### src/mfr_consts.svh
`ifndef MFR_CONSTS_SVH
`define MFR_CONSTS_SVH
// ---------------------------------------------
// opcodes
// ---------------------------------------------
`define MFR_OP_DO 8'h3B
`define MFR_OP_QO 8'h6B
`define MFR_OP_DIO 8'hBB
`define MFR_OP_QIO 8'hEB
`define MFR_OP_WIO 8'hE7
`define MFR_OP_WRP 8'h77
// ---------------------------------------------
// phase lengths in bits
// ---------------------------------------------
`define MFR_OPC_BITS 6'h08
`define MFR_ADDR_BITS 6'h18
`define MFR_MODE_BITS 6'h08
`define MFR_BYTE_BITS 4'h8
// ---------------------------------------------
// dummy clocks
// ---------------------------------------------
`define MFR_DUM_OUT 4'h8
`define MFR_DUM_QIO 4'h4
`define MFR_DUM_WIO 4'h2
`define MFR_DUM_DIO 4'h0
// ---------------------------------------------
// fields and reset values
// ---------------------------------------------
`define MFR_CONT_KEY 2'b10
`define MFR_WRAP_RST 3'b001
`define MFR_WRAP_MIN 8'h08
`define MFR_SY_RST 6'h10
`define MFR_SCLK_BIT 5
`define MFR_CS_BIT 4
`endif

### src/mfr_pkg.sv
package mfr_pkg;
  typedef enum logic [6:0] {
    S_IDLE = 7'h01,
    S_OPC = 7'h02,
    S_ADR = 7'h04,
    S_MOD = 7'h08,
    S_DUM = 7'h10,
    S_DAT = 7'h20,
    S_SKIP = 7'h40
  } mfr_state_t;
  typedef enum logic [2:0] {
    C_DO = 3'h0,
    C_QO = 3'h1,
    C_DIO = 3'h2,
    C_QIO = 3'h3,
    C_WIO = 3'h4,
    C_WRP = 3'h5
  } mfr_cmd_t;
  typedef struct packed {
    logic [5:0] sy1;
    logic [5:0] sy2;
    logic sclk_d;
    mfr_state_t st;
    mfr_cmd_t cmd;
    logic [5:0] cnt;
    logic [23:0] sh;
    logic [3:0] dcnt;
    logic [23:0] addr;
    logic [7:0] obyte;
    logic [3:0] ocnt;
    logic cont;
    logic [2:0] wrap;
    logic [3:0] io_out;
    logic [3:0] io_oe;
  } mfr_regs_t;
endpackage : mfr_pkg

### src/mfr_multi_io_fast_read.sv
// Functional notes
// (RULE1) 3Bh: address on one line, data two bits per clock on IO1/IO0.
// (RULE2) dual output read: eight dummy clocks, inputs ignored meanwhile.
// (RULE3) host releases driven IO lines before first data-out falling edge.
// (RULE4) 6Bh: data four bits per clock, refused unless quad_enable set.
// (RULE5) quad output read: eight dummy clocks after the address.
// (RULE6) BBh: address and data two bits per clock on IO1/IO0.
// (RULE7) eight mode bits follow address; upper nibble used, lower ignored.
// (RULE8) mode bits 5:4 equal 10: next frame skips opcode, starts at address.
// (RULE9) any other mode value: next frame needs full opcode.
// (RULE10) host leaves dual continuous mode with sixteen clocks of ones.
// (RULE11) host leaves quad continuous mode with eight clocks of ones.
// (RULE12) EBh in SPI: four lines for address and data, four dummies.
// (RULE13) EBh and E7h accepted only while quad_enable is set.
// (RULE14) wrap enabled: quad reads wrap inside aligned 8..64-byte section; only EBh and E7h wrap here, 6Bh does not.
// (RULE15) wrap bit 4 enables wrapping, bits 6:5 pick section length.
// (RULE16) quad command mode: EBh dummies 2/4/6/8 by field, default 2.
// (RULE17) quad command mode: mode bit clocks count as dummy clocks.
// (RULE18) opcode skipping also works for EBh in quad command mode.
// (RULE19) quad command mode: EBh never wraps.
// (RULE20) host gives even address for E7h.
// (RULE21) E7h: two dummy clocks after address and mode bits.
// (RULE22) 77h: opcode, 24 dummy bits, eight wrap bits; 7 and 3:0 unused.
// (RULE23) wrap codes 00..11 give 8..64 bytes; bit 4 resets to 1.
// (RULE24) each clock carries highest remaining bits, top line highest bit.
`timescale 1ns/1ps
`include "mfr_consts.svh"
module mfr_multi_io_fast_read (
  // clock and reset
  input wire logic clk,
  input wire logic rst,
  // flash pins
  input wire logic sclk,
  input wire logic cs_n,
  input wire logic [3:0] io_in,
  output logic [3:0] io_out,
  output logic [3:0] io_oe,
  // configuration
  input wire logic quad_enable,
  input wire logic quad_command_mode,
  input wire logic [1:0] dummy_count_field,
  // memory array
  output logic [23:0] mem_addr,
  input wire logic [7:0] mem_data,
  // status
  output logic cont_mode_active,
  output logic [2:0] wrap_setting_bits
);
  mfr_pkg::mfr_regs_t s_reg;
  mfr_pkg::mfr_regs_t s_next;
  logic rise;
  logic fall;
  logic cs_hi;
  logic [3:0] pin;
  logic wrap_on;

  // ---------------------------------------------
  // helpers
  // ---------------------------------------------
  function automatic logic [2:0] addr_lanes(
    input mfr_pkg::mfr_cmd_t c, input logic q);
    logic [2:0] r;
    r = 3'h1;
    if (q || c == mfr_pkg::C_QIO || c == mfr_pkg::C_WIO)
      r = 3'h4;
    else if (c == mfr_pkg::C_DIO)
      r = 3'h2;
    return r;
  endfunction : addr_lanes

  function automatic logic [2:0] data_lanes(
    input mfr_pkg::mfr_cmd_t c);
    logic [2:0] r;
    r = 3'h4;
    if (c == mfr_pkg::C_DO || c == mfr_pkg::C_DIO)
      r = 3'h2;
    return r;
  endfunction : data_lanes

  // most significant bits arrive first, top line carries top bit
  function automatic logic [23:0] shift_in(
    input logic [23:0] sh, input logic [3:0] io,
    input logic [2:0] ln);
    logic [23:0] r;
    case (ln)
      3'h1: r = {sh[22:0], io[0]}; // [RULE24]
      3'h2: r = {sh[21:0], io[1:0]}; // [RULE24]
      default: r = {sh[19:0], io}; // [RULE24]
    endcase
    return r;
  endfunction : shift_in

  function automatic logic [3:0] dummies(
    input mfr_pkg::mfr_cmd_t c, input logic q,
    input logic [1:0] f);
    logic [3:0] r;
    case (c)
      mfr_pkg::C_QIO: begin
        // mode clocks already cover the first two dummies
        if (q)
          r = {1'b0, f, 1'b0}; // [RULE16] [RULE17]
        else
          r = `MFR_DUM_QIO; // [RULE12]
      end
      mfr_pkg::C_WIO: r = `MFR_DUM_WIO; // [RULE21]
      mfr_pkg::C_DIO: r = `MFR_DUM_DIO;
      default: r = `MFR_DUM_OUT; // [RULE2] [RULE5]
    endcase
    return r;
  endfunction : dummies

  function automatic logic [23:0] next_addr(
    input logic [23:0] a, input logic w,
    input logic [1:0] len);
    logic [7:0] m;
    logic [23:0] inc;
    m = 8'((`MFR_WRAP_MIN << len) - 8'h01);
    inc = a + 24'h000001;
    if (w)
      inc = {a[23:8], (a[7:0] & ~m) | (inc[7:0] & m)}; // [RULE14]
    return inc;
  endfunction : next_addr

  function automatic logic has_mode(
    input mfr_pkg::mfr_cmd_t c);
    return c == mfr_pkg::C_DIO || c == mfr_pkg::C_QIO ||
           c == mfr_pkg::C_WIO || c == mfr_pkg::C_WRP;
  endfunction : has_mode

  // ---------------------------------------------
  // pin sampling
  // ---------------------------------------------
  assign pin = s_reg.sy2[3:0];
  assign cs_hi = s_reg.sy2[`MFR_CS_BIT];
  assign rise = s_reg.sy2[`MFR_SCLK_BIT] & ~s_reg.sclk_d;
  assign fall = ~s_reg.sy2[`MFR_SCLK_BIT] & s_reg.sclk_d;
  // quad command mode never wraps, wrap bit 4 low enables
  assign wrap_on = ~s_reg.wrap[0] & ~quad_command_mode &
                   (s_reg.cmd == mfr_pkg::C_QIO ||
                    s_reg.cmd == mfr_pkg::C_WIO); // [RULE15] [RULE19]

  // ---------------------------------------------
  // next state
  // ---------------------------------------------
  always_comb begin
    logic [2:0] ln;
    logic [7:0] w;
    ln = addr_lanes(s_reg.cmd, quad_command_mode);
    w = s_reg.obyte;
    s_next = s_reg;
    s_next.sy1 = {sclk, cs_n, io_in};
    s_next.sy2 = s_reg.sy1;
    s_next.sclk_d = s_reg.sy2[`MFR_SCLK_BIT];
    if (cs_hi) begin
      s_next.st = mfr_pkg::S_IDLE;
      s_next.io_oe = 4'h0;
    end else begin
      case (s_reg.st)
        mfr_pkg::S_IDLE: begin
          s_next.cnt = 6'h00;
          s_next.sh = 24'h000000;
          s_next.ocnt = 4'h0;
          if (s_reg.cont)
            s_next.st = mfr_pkg::S_ADR; // [RULE8] [RULE18]
          else
            s_next.st = mfr_pkg::S_OPC; // [RULE9]
        end
        mfr_pkg::S_OPC: begin
          if (rise) begin
            ln = quad_command_mode ? 3'h4 : 3'h1;
            s_next.sh = shift_in(s_reg.sh, pin, ln);
            s_next.cnt = s_reg.cnt + {3'h0, ln};
            if (s_next.cnt == `MFR_OPC_BITS) begin
              s_next.cnt = 6'h00;
              s_next.st = mfr_pkg::S_ADR;
              case (s_next.sh[7:0])
                `MFR_OP_DO: s_next.cmd = mfr_pkg::C_DO; // [RULE1]
                `MFR_OP_QO: s_next.cmd = mfr_pkg::C_QO;
                `MFR_OP_DIO: s_next.cmd = mfr_pkg::C_DIO; // [RULE6]
                `MFR_OP_QIO: s_next.cmd = mfr_pkg::C_QIO;
                `MFR_OP_WIO: s_next.cmd = mfr_pkg::C_WIO;
                `MFR_OP_WRP: s_next.cmd = mfr_pkg::C_WRP; // [RULE22]
                default: s_next.st = mfr_pkg::S_SKIP;
              endcase
              // only EBh is served in quad command mode
              if (quad_command_mode &&
                  s_next.sh[7:0] != `MFR_OP_QIO)
                s_next.st = mfr_pkg::S_SKIP;
              if (!quad_enable &&
                  (s_next.cmd == mfr_pkg::C_QO ||
                   s_next.cmd == mfr_pkg::C_QIO ||
                   s_next.cmd == mfr_pkg::C_WIO))
                s_next.st = mfr_pkg::S_SKIP; // [RULE4] [RULE13]
              s_next.sh = 24'h000000;
            end
          end
        end
        mfr_pkg::S_ADR: begin
          if (rise) begin
            s_next.sh = shift_in(s_reg.sh, pin, ln);
            s_next.cnt = s_reg.cnt + {3'h0, ln};
            if (s_next.cnt == `MFR_ADDR_BITS) begin
              s_next.cnt = 6'h00;
              s_next.addr = s_next.sh;
              s_next.dcnt = dummies(s_reg.cmd, quad_command_mode,
                                    dummy_count_field);
              if (has_mode(s_reg.cmd))
                s_next.st = mfr_pkg::S_MOD; // [RULE7]
              else
                s_next.st = mfr_pkg::S_DUM;
            end
          end
        end
        mfr_pkg::S_MOD: begin
          if (rise) begin
            s_next.sh = shift_in(s_reg.sh, pin, ln);
            s_next.cnt = s_reg.cnt + {3'h0, ln};
            if (s_next.cnt == `MFR_MODE_BITS) begin
              s_next.cnt = 6'h00;
              if (s_reg.cmd == mfr_pkg::C_WRP) begin
                s_next.wrap = s_next.sh[6:4]; // [RULE15] [RULE22]
                s_next.st = mfr_pkg::S_SKIP;
              end else begin
                // lower nibble ignored
                s_next.cont = s_next.sh[5:4] ==
                              `MFR_CONT_KEY; // [RULE8] [RULE9]
                if (s_reg.dcnt == 4'h0)
                  s_next.st = mfr_pkg::S_DAT; // [RULE17]
                else
                  s_next.st = mfr_pkg::S_DUM;
              end
            end
          end
        end
        mfr_pkg::S_DUM: begin
          // pin values during dummies are not looked at
          if (rise) begin
            s_next.dcnt = s_reg.dcnt - 4'h1; // [RULE2]
            if (s_reg.dcnt == 4'h1)
              s_next.st = mfr_pkg::S_DAT;
          end
        end
        mfr_pkg::S_DAT: begin
          if (fall) begin
            ln = data_lanes(s_reg.cmd);
            if (s_reg.ocnt == 4'h0) begin
              w = mem_data;
              s_next.ocnt = `MFR_BYTE_BITS;
              s_next.addr = next_addr(s_reg.addr, wrap_on,
                                      s_reg.wrap[2:1]);
            end
            if (ln == 3'h2) begin
              s_next.io_out = {2'b00, w[7:6]}; // [RULE1] [RULE24]
              s_next.io_oe = 4'h3; // [RULE6]
              s_next.obyte = {w[5:0], 2'b00};
            end else begin
              s_next.io_out = w[7:4]; // [RULE4] [RULE24]
              s_next.io_oe = 4'hF; // [RULE12]
              s_next.obyte = {w[3:0], 4'h0};
            end
            s_next.ocnt = s_next.ocnt - {1'b0, ln};
          end
        end
        mfr_pkg::S_SKIP: s_next.io_oe = 4'h0;
        default: s_next.st = mfr_pkg::S_IDLE;
      endcase
    end
  end

  // ---------------------------------------------
  // state register
  // ---------------------------------------------
  always_ff @(posedge clk or posedge rst) begin
    if (rst) begin
      s_reg <= '0;
      s_reg.sy1 <= `MFR_SY_RST;
      s_reg.sy2 <= `MFR_SY_RST;
      s_reg.st <= mfr_pkg::S_IDLE;
      s_reg.cmd <= mfr_pkg::C_DO;
      s_reg.wrap <= `MFR_WRAP_RST; // [RULE23]
    end else begin
      s_reg <= s_next;
    end
  end

  assign io_out = s_reg.io_out;
  assign io_oe = s_reg.io_oe;
  assign mem_addr = s_reg.addr;
  assign cont_mode_active = s_reg.cont;
  assign wrap_setting_bits = s_reg.wrap;
endmodule : mfr_multi_io_fast_read

### config.mk
export PLATFORM = sky130hd
export DESIGN_NAME = mfr_multi_io_fast_read
export DESIGN_NICKNAME = d
export VERILOG_FILES = /design/src/mfr_pkg.sv /design/src/mfr_multi_io_fast_read.sv
export VERILOG_INCLUDE_DIRS = /design/src
export SDC_FILE = /design/constraint.sdc
export NUM_CORES = 1
export LEC_CHECK = 0
export ABC_CLOCK_PERIOD_IN_PS = 5300
export BUFFER_PORTS_ARGS = -buffer_cell sky130_fd_sc_hd__buf_2
export CAP_MARGIN = 20
export CORE_UTILIZATION = 61
export CTS_CLUSTER_DIAMETER = 40
export DETAILED_ROUTE_END_ITERATION = 12
export PLACE_DENSITY_LB_ADDON = 0.1
export RECOVER_POWER = 25
export SLEW_MARGIN = 40
export SYNTH_ARGS = -nofsm -noshare
export SYNTH_HDL_FRONTEND = slang
export SYNTH_SLANG_ARGS = --single-unit
### constraint.sdc
create_clock -name clk -period 5.3 [get_ports clk]
set_input_delay 1.59 -clock clk [delete_from_list [all_inputs] [get_ports clk]]
set_output_delay 1.59 -clock clk [all_outputs]
set_load 0.005 [all_outputs]
==> run summary, run 1 <==
hold path depth = 0
post-synthesis instance area = 0.00683 mm2
peak ir drop on the vdd network = 0.174 mV
final antenna-violating net count = 0
sink of the worst hold path = pin[2]$_DFF_PP0_
commonest cells in the netlist = sky130_fd_sc_hd__dfrtp_1 (95), sky130_fd_sc_hd__nand2_1 (60), sky130_fd_sc_hd__o21ai_1 (60), sky130_fd_sc_hd__nor2_1 (58), sky130_fd_sc_hd__clkbuf_1 (45)
number of diodes added for antenna fixing = 0
violations in the final reports = max-capacitance violations, max-slew violations
number of DRC violations after detailed-routing iteration 0 = 735
startpoint of the lowest-slack hold path = s_next[95]$_DFF_PP0_
Die X = 108 um
Max transition margin = -107%
number of endpoints failing setup at the final stage = 0
gate count after technology mapping = 812
gp weighted congestion = 0.965
slowest cell delay on critical path = 0.54 ns
worst clock skew = 0.0138 ns
kind of critical path = in -> reg
master of the slowest instance on the critical path = sky130_fd_sc_hd__or2_1
Overflow after GRT = 0
most used standard cell by instance count after synthesis = sky130_fd_sc_hd__dfrtp_1
Die Y-Extent = 108 um
clock sink count = 99
number of buffers added to fix hold violations after cts = 0
register bit count reported by yosys = 99
min cycle time layout = 4.82 ns
switching part of the total = 28.7%
critical register-to-register path startpoint = s_reg[83]$_DFFE_PP0P_
floorplan core area = 0.0109 mm2
starting density of the core = 62.8%
number of DRC violations after detailed routing = 0
critical path cell sequence = buf_2, or3_1, inv_2, ha_1, inv_1, fa_1, or4bb_1, nor4b_2, nor2_1, o31a_1, or2_1, o21ai_1
Port Buffer Count = 55
clock share of power = 35.9%
data required time of the worst path = 5.61 ns
cell type with the highest aggregate area in the netlist = sky130_fd_sc_hd__dfrtp_1
post-synthesis sequential area ratio = 36.3%
share of power burned in registers = 50.6%
clock insertion delay at the later pin of the skew report = 0.39 ns
Gate power share = 13.5%
async set or reset register ratio after synthesis = 100%
via/cell ratio = 6.71
total number of vias = 6,390
Arrival @ worst endpoint = 5.12 ns
Worst Hold Class = reg -> reg
global-route wire length before repair = 30,800 um
sum of buffers and inverters on the critical path = 3
number of buffers created by CTS = 9
Period Utilization, post-route = 90.9%
static leakage = 3.09 nW
actual transition at the worst max-transition pin = 3.08 ns
Critical Path Sink Type = flop
number of flip-flops under the largest register name = 53
ratio of cells with drive above 1 in the final layout = 14.0%
Power per Cell Area = 218 mW/mm2
post-cts repair resize count = 0
post-placement setup slack = 0.164 ns
count of pins over their slew limit = 70
CP Launch Type = input pin
post-synth cell types = 70
RSZ-0062 raised after global routing = no
DR WL/cell = 20.2 um
clock slew at the register clock pins of the worst setup and hold paths = 0.10 ns
area of placed instances = 0.00695 mm2
number of ports placed on the die boundary = 56
master cell of the clock root buffer = sky130_fd_sc_hd__clkbuf_8
maximum fanout count along the critical path = 15
number of synthesis warnings = 0
reg2reg setup slack = 0.96 ns
CTS HTree Levels = 3
R2R Path End = mem_addr[21]$_DFFE_PP0P_
placed wire-length estimate = 13,600 um
FP Rows = 38
CTS max path bufs = 2
vias in the first global route = 5,991
largest cells by area after synthesis = sky130_fd_sc_hd__dfrtp_1 (35%), sky130_fd_sc_hd__o21ai_1 (4.4%), sky130_fd_sc_hd__buf_4 (3.8%)
All-Layer GR Usage = 34.3%
first-pass detailed-route iteration total = 6
primary flip-flop cell chosen by synthesis mapping = sky130_fd_sc_hd__dfrtp_1
critical path's top delay family = simple AND/OR/NAND/NOR gates
wire length reported by the detailed router = 19,300 um
mean post-synth cell area = 8.41 um2
number of maximum-capacitance violations = 1
power spent charging and discharging nets = 0.449 mW
Post-CTS Setup Inserts = 0
post-layout worst setup margin = 0.485 ns
count of flip-flops with a built-in enable after synthesis = 0
Synth Net Count = 845
status = complete, but fails checks
area share of the leading cell type in the synthesized netlist = 34.8%
largest net degree at the start of global routing = 70
count of endpoints failing hold in the final timing report = 0
Internal = 1.12 mW
clock tree from TritonCTS = built
initial antenna violation count = 0
final net count = 840
Max Freq = 208 MHz
overall die area = 0.0116 mm2
cell depth of the worst flop-to-flop path = 12
layout-stage area growth over the synthesis result = 4.85%
final standard cell area without fillers = 0.00716 mm2
aggregate negative setup slack = 0 ns
final cells by class:
type	instances	area [um2]
sequential	99	2480
fill	882	3720
timing repair buffer	69	380
tap	140	175
multi-input combinational	588	3760
clock inverter	4	73.8
inverter	40	151
clock buffer	12	145
metal layers:
layer  routed length (um)  GRT usage (%)  part of all wire (%)  vias to the layer above
li1                     -              -                     -                     2974
met1                 8210           45.5                    43                     3085
met2                 9230           54.7                    48                      282
met3                 1200           5.69                   6.2                       49
met4                  633           15.5                   3.3                        0
met5                    0              0                     0                        -
power by group through the flow:
| stage | Combinational (mW) | Sequential, mW | Clock [mW] |
|---|---|---|---|
| floorplan | 0.157 | 0.795 | 0 |
| global placement | 0.206 | 0.806 | 0 |
| detailed placement | 0.211 | 0.806 | 0 |
| CTS | 0.211 | 0.792 | 0.565 |
| global route | 0.231 | 0.794 | 0.594 |
| finish | 0.212 | 0.792 | 0.561 |
worst register-to-register path, cell delays in order (launching register included):
cell	delay, ns
sky130_fd_sc_hd__dfrtp_1	0.52
sky130_fd_sc_hd__nor2b_1	0.30
sky130_fd_sc_hd__or3_1	0.43
sky130_fd_sc_hd__inv_2	0.07
sky130_fd_sc_hd__ha_1	0.18
sky130_fd_sc_hd__inv_1	0.06
sky130_fd_sc_hd__fa_1	0.51
sky130_fd_sc_hd__or4bb_1	0.41
sky130_fd_sc_hd__nor4b_2	0.34
sky130_fd_sc_hd__nor2_1	0.18
sky130_fd_sc_hd__o31a_1	0.48
sky130_fd_sc_hd__or2_1	0.54
sky130_fd_sc_hd__o21ai_1	0.23
cells in the final DEF (no fill, tap or decap), types with 16 or more instances in the layout:
master,n
sky130_fd_sc_hd__dfrtp_1,95
sky130_fd_sc_hd__o21ai_1,60
sky130_fd_sc_hd__nand2_1,60
sky130_fd_sc_hd__nor2_1,57
sky130_fd_sc_hd__buf_2,55
sky130_fd_sc_hd__a21oi_1,39
sky130_fd_sc_hd__inv_1,36
sky130_fd_sc_hd__o21ai_0,31
sky130_fd_sc_hd__a22oi_1,24
sky130_fd_sc_hd__o31ai_1,23
sky130_fd_sc_hd__nand3_1,21
sky130_fd_sc_hd__o22ai_1,21
sky130_fd_sc_hd__mux2i_1,16
sky130_fd_sc_hd__nand4_1,16
worst max-delay path by stage:
stage | depth (start not counted) | slack [ns] | end | start
after floorplan | 14 | 0.17 | mem_addr[15]$_DFFE_PP0P_ | quad_command_mode
after global placement | 12 | 0.23 | mem_addr[17]$_DFFE_PP0P_ | quad_command_mode
after detailed placement | 12 | 0.16 | mem_addr[8]$_DFFE_PP0P_ | quad_command_mode
after CTS | 12 | 0.56 | mem_addr[23]$_DFFE_PP0P_ | quad_command_mode
after global routing | 12 | 0.31 | mem_addr[23]$_DFFE_PP0P_ | quad_command_mode
final | 12 | 0.48 | mem_addr[21]$_DFFE_PP0P_ | quad_command_mode
stage by stage:
stage / hold slack, ns / cells / total power [mW] / utilization (%)
floorplan: 0.331 / 812 / 0.951 / -
global placement: 0.332 / 935 / 1.01 / 63.7
detailed placement: 0.335 / 936 / 1.02 / 63.8
CTS: 0.342 / 952 / 1.57 / 65.9
global route: 0.343 / 952 / 1.62 / 65.8
finish: 0.347 / 952 / 1.57 / 65.8
cells by family after synthesis:
group | count (synthesis) | synth area share [%]
multiplexers | 31 | 4.82
AND/OR/NAND/NOR | 248 | 18.8
buffers and inverters | 125 | 8.88
XOR/XNOR | 9 | 1.15
flip-flops | 99 | 36.3
AO/OA/AOI/OAI | 287 | 27.4
adder cells (fa/ha/maj) | 13 | 2.60
No activity file was read; power rests on OpenSTA's default activity.
==> inputs of run 2 (changes only) <==
--- a/config.mk
+++ b/config.mk
@@ -7,7 +7,7 @@
 export NUM_CORES = 1
 export LEC_CHECK = 0
 export ABC_CLOCK_PERIOD_IN_PS = 5300
-export BUFFER_PORTS_ARGS = -buffer_cell sky130_fd_sc_hd__buf_2
+export BUFFER_PORTS_ARGS = -buffer_cell sky130_fd_sc_hd__clkbuf_2
 export CAP_MARGIN = 20
 export CORE_UTILIZATION = 61
 export CTS_CLUSTER_DIAMETER = 40
==> constraint.sdc (replaced) <==
create_clock -name clk -period 5.3 [get_ports clk]
set_input_delay 1.59 -clock clk [delete_from_list [all_inputs] [get_ports clk]]
set_output_delay 1.59 -clock clk [all_outputs]
set_load 0.02 [all_outputs]
==> run 2 against run 1 <==
The run still ends with max-capacitance violations, max-slew violations left; final cell count unchanged; worst hold slack improved by 0.0086 ns; total power fell by 6.3%; core utilization is 0.34 points lower; register-to-register slack better by 0.20 ns; critical endpoint is now mem_addr[10]$_DFFE_PP0P_; non-clock buffer count did not move.
==> run summary, run 2 (synthesized netlist as in run 1, its figures left out) <==
via/cell ratio = 6.73
switching part of the total = 30.4%
clock share of power = 31.3%
Period Utilization, post-route = 86.4%
clock insertion delay at the later pin of the skew report = 0.39 ns
final standard cell area without fillers = 0.00713 mm2
number of diodes added for antenna fixing = 0
worst setup path endpoint = mem_addr[10]$_DFFE_PP0P_
master cell of the clock root buffer = sky130_fd_sc_hd__clkbuf_8
Max transition margin = -92.9%
kind of critical path = in -> reg
R2R Path End = mem_addr[10]$_DFFE_PP0P_
Worst Hold Class = reg -> reg
tightest hold margin = 0.356 ns
peak ir drop on the vdd network = 0.173 mV
actual transition at the worst max-transition pin = 2.89 ns
Power per Cell Area = 206 mW/mm2
RSZ-0062 raised after global routing = no
worst clock skew = 0.00866 ns
Critical Path Sink Type = flop
number of ports placed on the die boundary = 56
largest net degree at the start of global routing = 75
gp weighted congestion = 0.998
Port Buffer Count = 55
Die X = 108 um
static leakage = 3.06 nW
critical register-to-register path startpoint = s_reg[83]$_DFFE_PP0P_
post-placement setup slack = 0.358 ns
starting density of the core = 62.8%
number of DRC violations after detailed-routing iteration 0 = 760
Arrival @ worst endpoint = 4.89 ns
violations in the final reports = max-capacitance violations, max-slew violations
DR WL/cell = 20.3 um
wire length reported by the detailed router = 19,300 um
Internal = 1.02 mW
placed wire-length estimate = 13,700 um
min cycle time layout = 4.58 ns
cell depth of the worst flop-to-flop path = 10
number of DRC violations after detailed routing = 0
final antenna-violating net count = 0
initial antenna violation count = 0
most used cells in the layout excluding fill and tap cells = sky130_fd_sc_hd__dfrtp_1 (95), sky130_fd_sc_hd__o21ai_1 (60), sky130_fd_sc_hd__nand2_1 (60)
clock sink count = 99
final net count = 840
number of buffers added to fix hold violations after cts = 0
FP Rows = 38
status = complete, but fails checks
total number of vias = 6,403
number of buffers created by CTS = 9
Overflow after GRT = 0
reg2reg setup slack = 1.16 ns
first-pass detailed-route iteration total = 6
clock tree from TritonCTS = built
All-Layer GR Usage = 34.7%
layout-stage area growth over the synthesis result = 4.30%
CTS max path bufs = 2
Post-CTS Setup Inserts = 0
area of placed instances = 0.00696 mm2
aggregate negative setup slack = 0 ns
Gate power share = 14.7%
number of endpoints failing setup at the final stage = 0
launching element of the worst setup path = quad_command_mode
count of pins over their slew limit = 75
clock slew at the register clock pins of the worst setup and hold paths = 0.10 ns
post-cts repair resize count = 0
share of power burned in registers = 54.1%
Die Y-Extent = 108 um
hold path depth = 0
number of flip-flops under the largest register name = 53
Max Freq = 218 MHz
post-layout worst setup margin = 0.721 ns
number of maximum-capacitance violations = 1
CTS HTree Levels = 3
count of endpoints failing hold in the final timing report = 0
floorplan core area = 0.0109 mm2
vias in the first global route = 6,007
ratio of cells with drive above 1 in the final layout = 13.9%
maximum fanout count along the critical path = 15
data required time of the worst path = 5.61 ns
CP Launch Type = input pin
overall die area = 0.0116 mm2
global-route wire length before repair = 31,300 um
power spent charging and discharging nets = 0.445 mW
most frequent standard cell in the layout excluding fill and tap cells = sky130_fd_sc_hd__dfrtp_1
[run 2: cell count changes in the layout (fill, tap and decap cells not counted), moves of 2 or more]
cell / before / now
sky130_fd_sc_hd__buf_2: 55 / 0
sky130_fd_sc_hd__clkbuf_2: 0 / 55
sky130_fd_sc_hd__bufinv_16: 2 / 0
sky130_fd_sc_hd__clkinvlp_4: 0 / 2
[run 2: layer usage]
metal / up-vias / routed length [um] / track usage [%]
met5: - / 0 / 0
met4: 0 / 675 / 16.5
met3: 50 / 1450 / 7.45
met2: 319 / 9120 / 54.3
met1: 3057 / 8050 / 45.7
li1: 2977 / - / -
[run 2: worst min path at each step]
| stage | endpoint | startpoint |
|---|---|---|
| after global placement | pin[0]$_DFF_PP0_ | s_next[93]$_DFF_PP0_ |
| after global routing | pin[0]$_DFF_PP0_ | s_next[93]$_DFF_PP0_ |
| after floorplan | pin[0]$_DFF_PP0_ | s_next[93]$_DFF_PP0_ |
| after detailed placement | pin[2]$_DFF_PP0_ | s_next[95]$_DFF_PP0_ |
| final | pin[3]$_DFF_PP0_ | s_next[96]$_DFF_PP0_ |
| after CTS | pin[3]$_DFF_PP0_ | s_next[96]$_DFF_PP0_ |
[run 2: cell type report]
class | instances | area, um2
Timing Repair Buffer | 69 | 388
Multi-Input combinational cell | 588 | 3760
Clock buffer | 13 | 149
Inverter | 40 | 150
Tap cell | 140 | 175
Sequential cell | 99 | 2480
Fill cell | 945 | 3760
Clock inverter | 3 | 23.8
[run 2: power groups by stage]
stage	registers (mW)	logic [mW]	clock network, mW
after floorplan	0.795	0.159	0
after global placement	0.806	0.209	0
after detailed placement	0.807	0.212	0
after CTS	0.792	0.213	0.466
after global routing	0.795	0.236	0.493
final	0.792	0.215	0.459
[run 2: stage by stage]
stage	cells	utilization [%]	total power, mW
finish	952	65.5	1.47
global route	952	65.5	1.52
CTS	952	65.5	1.47
detailed placement	936	63.9	1.02
global placement	935	63.7	1.01
floorplan	812	-	0.953
[run 2: critical path, stage by stage]
cell	delay [ns]
sky130_fd_sc_hd__clkbuf_2	0.10
sky130_fd_sc_hd__or3_1	0.40
sky130_fd_sc_hd__inv_2	0.07
sky130_fd_sc_hd__ha_1	0.17
sky130_fd_sc_hd__inv_1	0.06
sky130_fd_sc_hd__fa_1	0.51
sky130_fd_sc_hd__or4bb_1	0.42
sky130_fd_sc_hd__nor4b_2	0.32
sky130_fd_sc_hd__nor2_1	0.17
sky130_fd_sc_hd__o31a_1	0.37
sky130_fd_sc_hd__or2_1	0.47
sky130_fd_sc_hd__o21ai_1	0.23
==> inputs of run 3 (changes only) <==
==> constraint.sdc (replaced) <==
create_clock -name clk -period 5.3 [get_ports clk]
set_input_delay 0.265 -clock clk [delete_from_list [all_inputs] [get_ports clk]]
set_output_delay 0.265 -clock clk [all_outputs]
set_load 0.02 [all_outputs]
==> run 3 against run 2 <==
The flow still finishes with violations (max-capacitance violations, max-slew violations); critical path type is now reg -> reg; critical endpoint is now mem_addr[23]$_DFFE_PP0P_; combinational power barely moved; register-to-register slack got worse by 0.69 ns; non-clock buffer count rose by 3.
==> run summary, run 3 (synthesized netlist as in run 1, its figures left out) <==
CTS max path bufs = 2
Die Y-Extent = 108 um
clock share of power = 34.5%
Power per Cell Area = 213 mW/mm2
gp weighted congestion = 0.953
master cell of the clock root buffer = sky130_fd_sc_hd__clkbuf_8
wire length reported by the detailed router = 19,200 um
floorplan core area = 0.0109 mm2
Max Freq = 207 MHz
hold path depth = 3
overall die area = 0.0116 mm2
post-cts repair resize count = 0
aggregate negative setup slack = 0 ns
FP Rows = 38
Critical Path Sink Type = flop
via/cell ratio = 6.71
switching part of the total = 30.8%
layout-stage area growth over the synthesis result = 5.48%
power spent charging and discharging nets = 0.474 mW
largest net degree at the start of global routing = 59
number of flip-flops under the largest register name = 53
All-Layer GR Usage = 34.7%
final antenna-violating net count = 0
Internal = 1.06 mW
initial antenna violation count = 0
Gate power share = 13.9%
RSZ-0062 raised after global routing = no
clock tree from TritonCTS = built
starting density of the core = 62.8%
number of endpoints failing setup at the final stage = 0
final net count = 843
DR WL/cell = 20.1 um
first-pass detailed-route iteration total = 6
critical path cell sequence = nor2b_1, and3_1, inv_1, fa_1, or4bb_1, nor4b_2, nor2_1, o31a_1, or2_1, o21ai_1
number of ports placed on the die boundary = 56
Port Buffer Count = 55
number of maximum-capacitance violations = 1
Overflow after GRT = 0
cell depth of the worst flop-to-flop path = 10
number of diodes added for antenna fixing = 0
WP depth = 10
CTS HTree Levels = 3
Worst Hold Class = in -> reg
number of DRC violations after detailed-routing iteration 0 = 759
clock slew at the register clock pins of the worst setup and hold paths = 0.11 ns
count of pins over their slew limit = 43
Core Util, Final = 66.2%
master of the slowest instance on the critical path = sky130_fd_sc_hd__and3_1
critical path's top delay family = simple AND/OR/NAND/NOR gates
Post-CTS Setup Inserts = 0
number of buffers created by CTS = 9
ratio of cells with drive above 1 in the final layout = 13.6%
worst clock skew = 0.0192 ns
number of buffers added to fix hold violations after cts = 7
slowest cell delay on critical path = 0.63 ns
Fillers = 914
peak ir drop on the vdd network = 0.201 mV
sum of buffers and inverters on the critical path = 1
status = complete, but fails checks
violations in the final reports = max-capacitance violations, max-slew violations
Die X = 108 um
kind of critical path = reg -> reg
Max transition margin = -22.7%
number of DRC violations after detailed routing = 0
maximum fanout count along the critical path = 17
most used cells in the layout excluding fill and tap cells = sky130_fd_sc_hd__dfrtp_1 (95), sky130_fd_sc_hd__o21ai_1 (60), sky130_fd_sc_hd__nand2_1 (60)
global-route wire length before repair = 30,900 um
share of power burned in registers = 51.6%
total number of vias = 6,411
most frequent standard cell in the layout excluding fill and tap cells = sky130_fd_sc_hd__dfrtp_1
placed wire-length estimate = 13,700 um
static leakage = 3.06 nW
count of endpoints failing hold in the final timing report = 0
clock sink count = 99
Arrival @ worst endpoint = 5.17 ns
data required time of the worst path = 5.64 ns
clock insertion delay at the later pin of the skew report = 0.42 ns
CP Launch Type = flop
Period Utilization, post-route = 91.1%
min cycle time layout = 4.83 ns
vias in the first global route = 5,942
actual transition at the worst max-transition pin = 1.83 ns
[run 3: changes by cell type in the layout (fill, tap and decap cells not counted), moves of 2 or more]
| cell | change |
|---|---|
| sky130_fd_sc_hd__dlygate4sd3_1 | +7 |
| sky130_fd_sc_hd__clkinv_4 | +2 |
| sky130_fd_sc_hd__buf_4 | -3 |
| sky130_fd_sc_hd__clkbuf_2 | -4 |
[run 3: worst paths after layout]
| path | start | end | slack (ns) |
|---|---|---|---|
| max | s_reg[83]$_DFFE_PP0P_ | mem_addr[23]$_DFFE_PP0P_ | 0.47 |
| min | mem_data[1] | s_reg[19]$_DFFE_PP0P_ | 0.11 |
| max reg2reg | s_reg[83]$_DFFE_PP0P_ | mem_addr[23]$_DFFE_PP0P_ | 0.47 |
| min reg2reg | s_next[93]$_DFF_PP0_ | pin[0]$_DFF_PP0_ | 0.36 |
| max in group asynchronous | rst | s_reg[22]$_DFFE_PP0P_ | 3.01 |
| min in group asynchronous | rst | pin[3]$_DFF_PP0_ | 0.83 |
[run 3: worst register-to-register path, stage by stage, from the launching register on]
cell	delay (ns)
sky130_fd_sc_hd__dfrtp_1	0.54
sky130_fd_sc_hd__nor2b_1	0.47
sky130_fd_sc_hd__and3_1	0.63
sky130_fd_sc_hd__inv_1	0.25
sky130_fd_sc_hd__fa_1	0.59
sky130_fd_sc_hd__or4bb_1	0.41
sky130_fd_sc_hd__nor4b_2	0.32
sky130_fd_sc_hd__nor2_1	0.17
sky130_fd_sc_hd__o31a_1	0.55
sky130_fd_sc_hd__or2_1	0.55
sky130_fd_sc_hd__o21ai_1	0.26
[run 3: power by group through the flow]
stage	Combinational [mW]	Clock (mW)	Sequential, mW
after detailed placement	0.207	0	0.806
after CTS	0.211	0.537	0.792
after floorplan	0.159	0	0.795
after global routing	0.234	0.563	0.796
after global placement	0.201	0	0.806
final	0.214	0.531	0.793
[run 3: through the flow]
stage / hold WS (ns) / power, mW / worst slack (ns) / area [um2] / cells
finish: 0.111 / 1.54 / 0.474 / 7210 / 955
global route: 0.112 / 1.59 / 0.171 / 7210 / 955
CTS: 0.0986 / 1.54 / 0.575 / 7210 / 955
detailed placement: 0.337 / 1.01 / 0.582 / 6930 / 932
global placement: 0.327 / 1.01 / 0.862 / 6920 / 932
floorplan: 0.269 / 0.953 / 1.36 / 6830 / 812
[run 3: metal layers]
metal  track usage, %  vias to the layer above  wire [um]  share of wire (%)
li1                 -                     2967          -                  -
met1             46.1                     3100       8270                 43
met2             54.3                      299       9110                 47
met3             8.11                       45       1340                7.0
met4             14.2                        0        509                2.6
met5                0                        -          0                  0
[run 3: area by class of cell]
type / instances / area [um2] / share of cell area, %
clock inverter: 7 / 83.8 / 1.16
multi-input combinational: 588 / 3770 / 52.4
clock buffer: 9 / 124 / 1.72
inverter: 40 / 151 / 2.10
sequential: 99 / 2480 / 34.4
timing repair buffer: 72 / 415 / 5.76
tap: 140 / 175 / 2.43
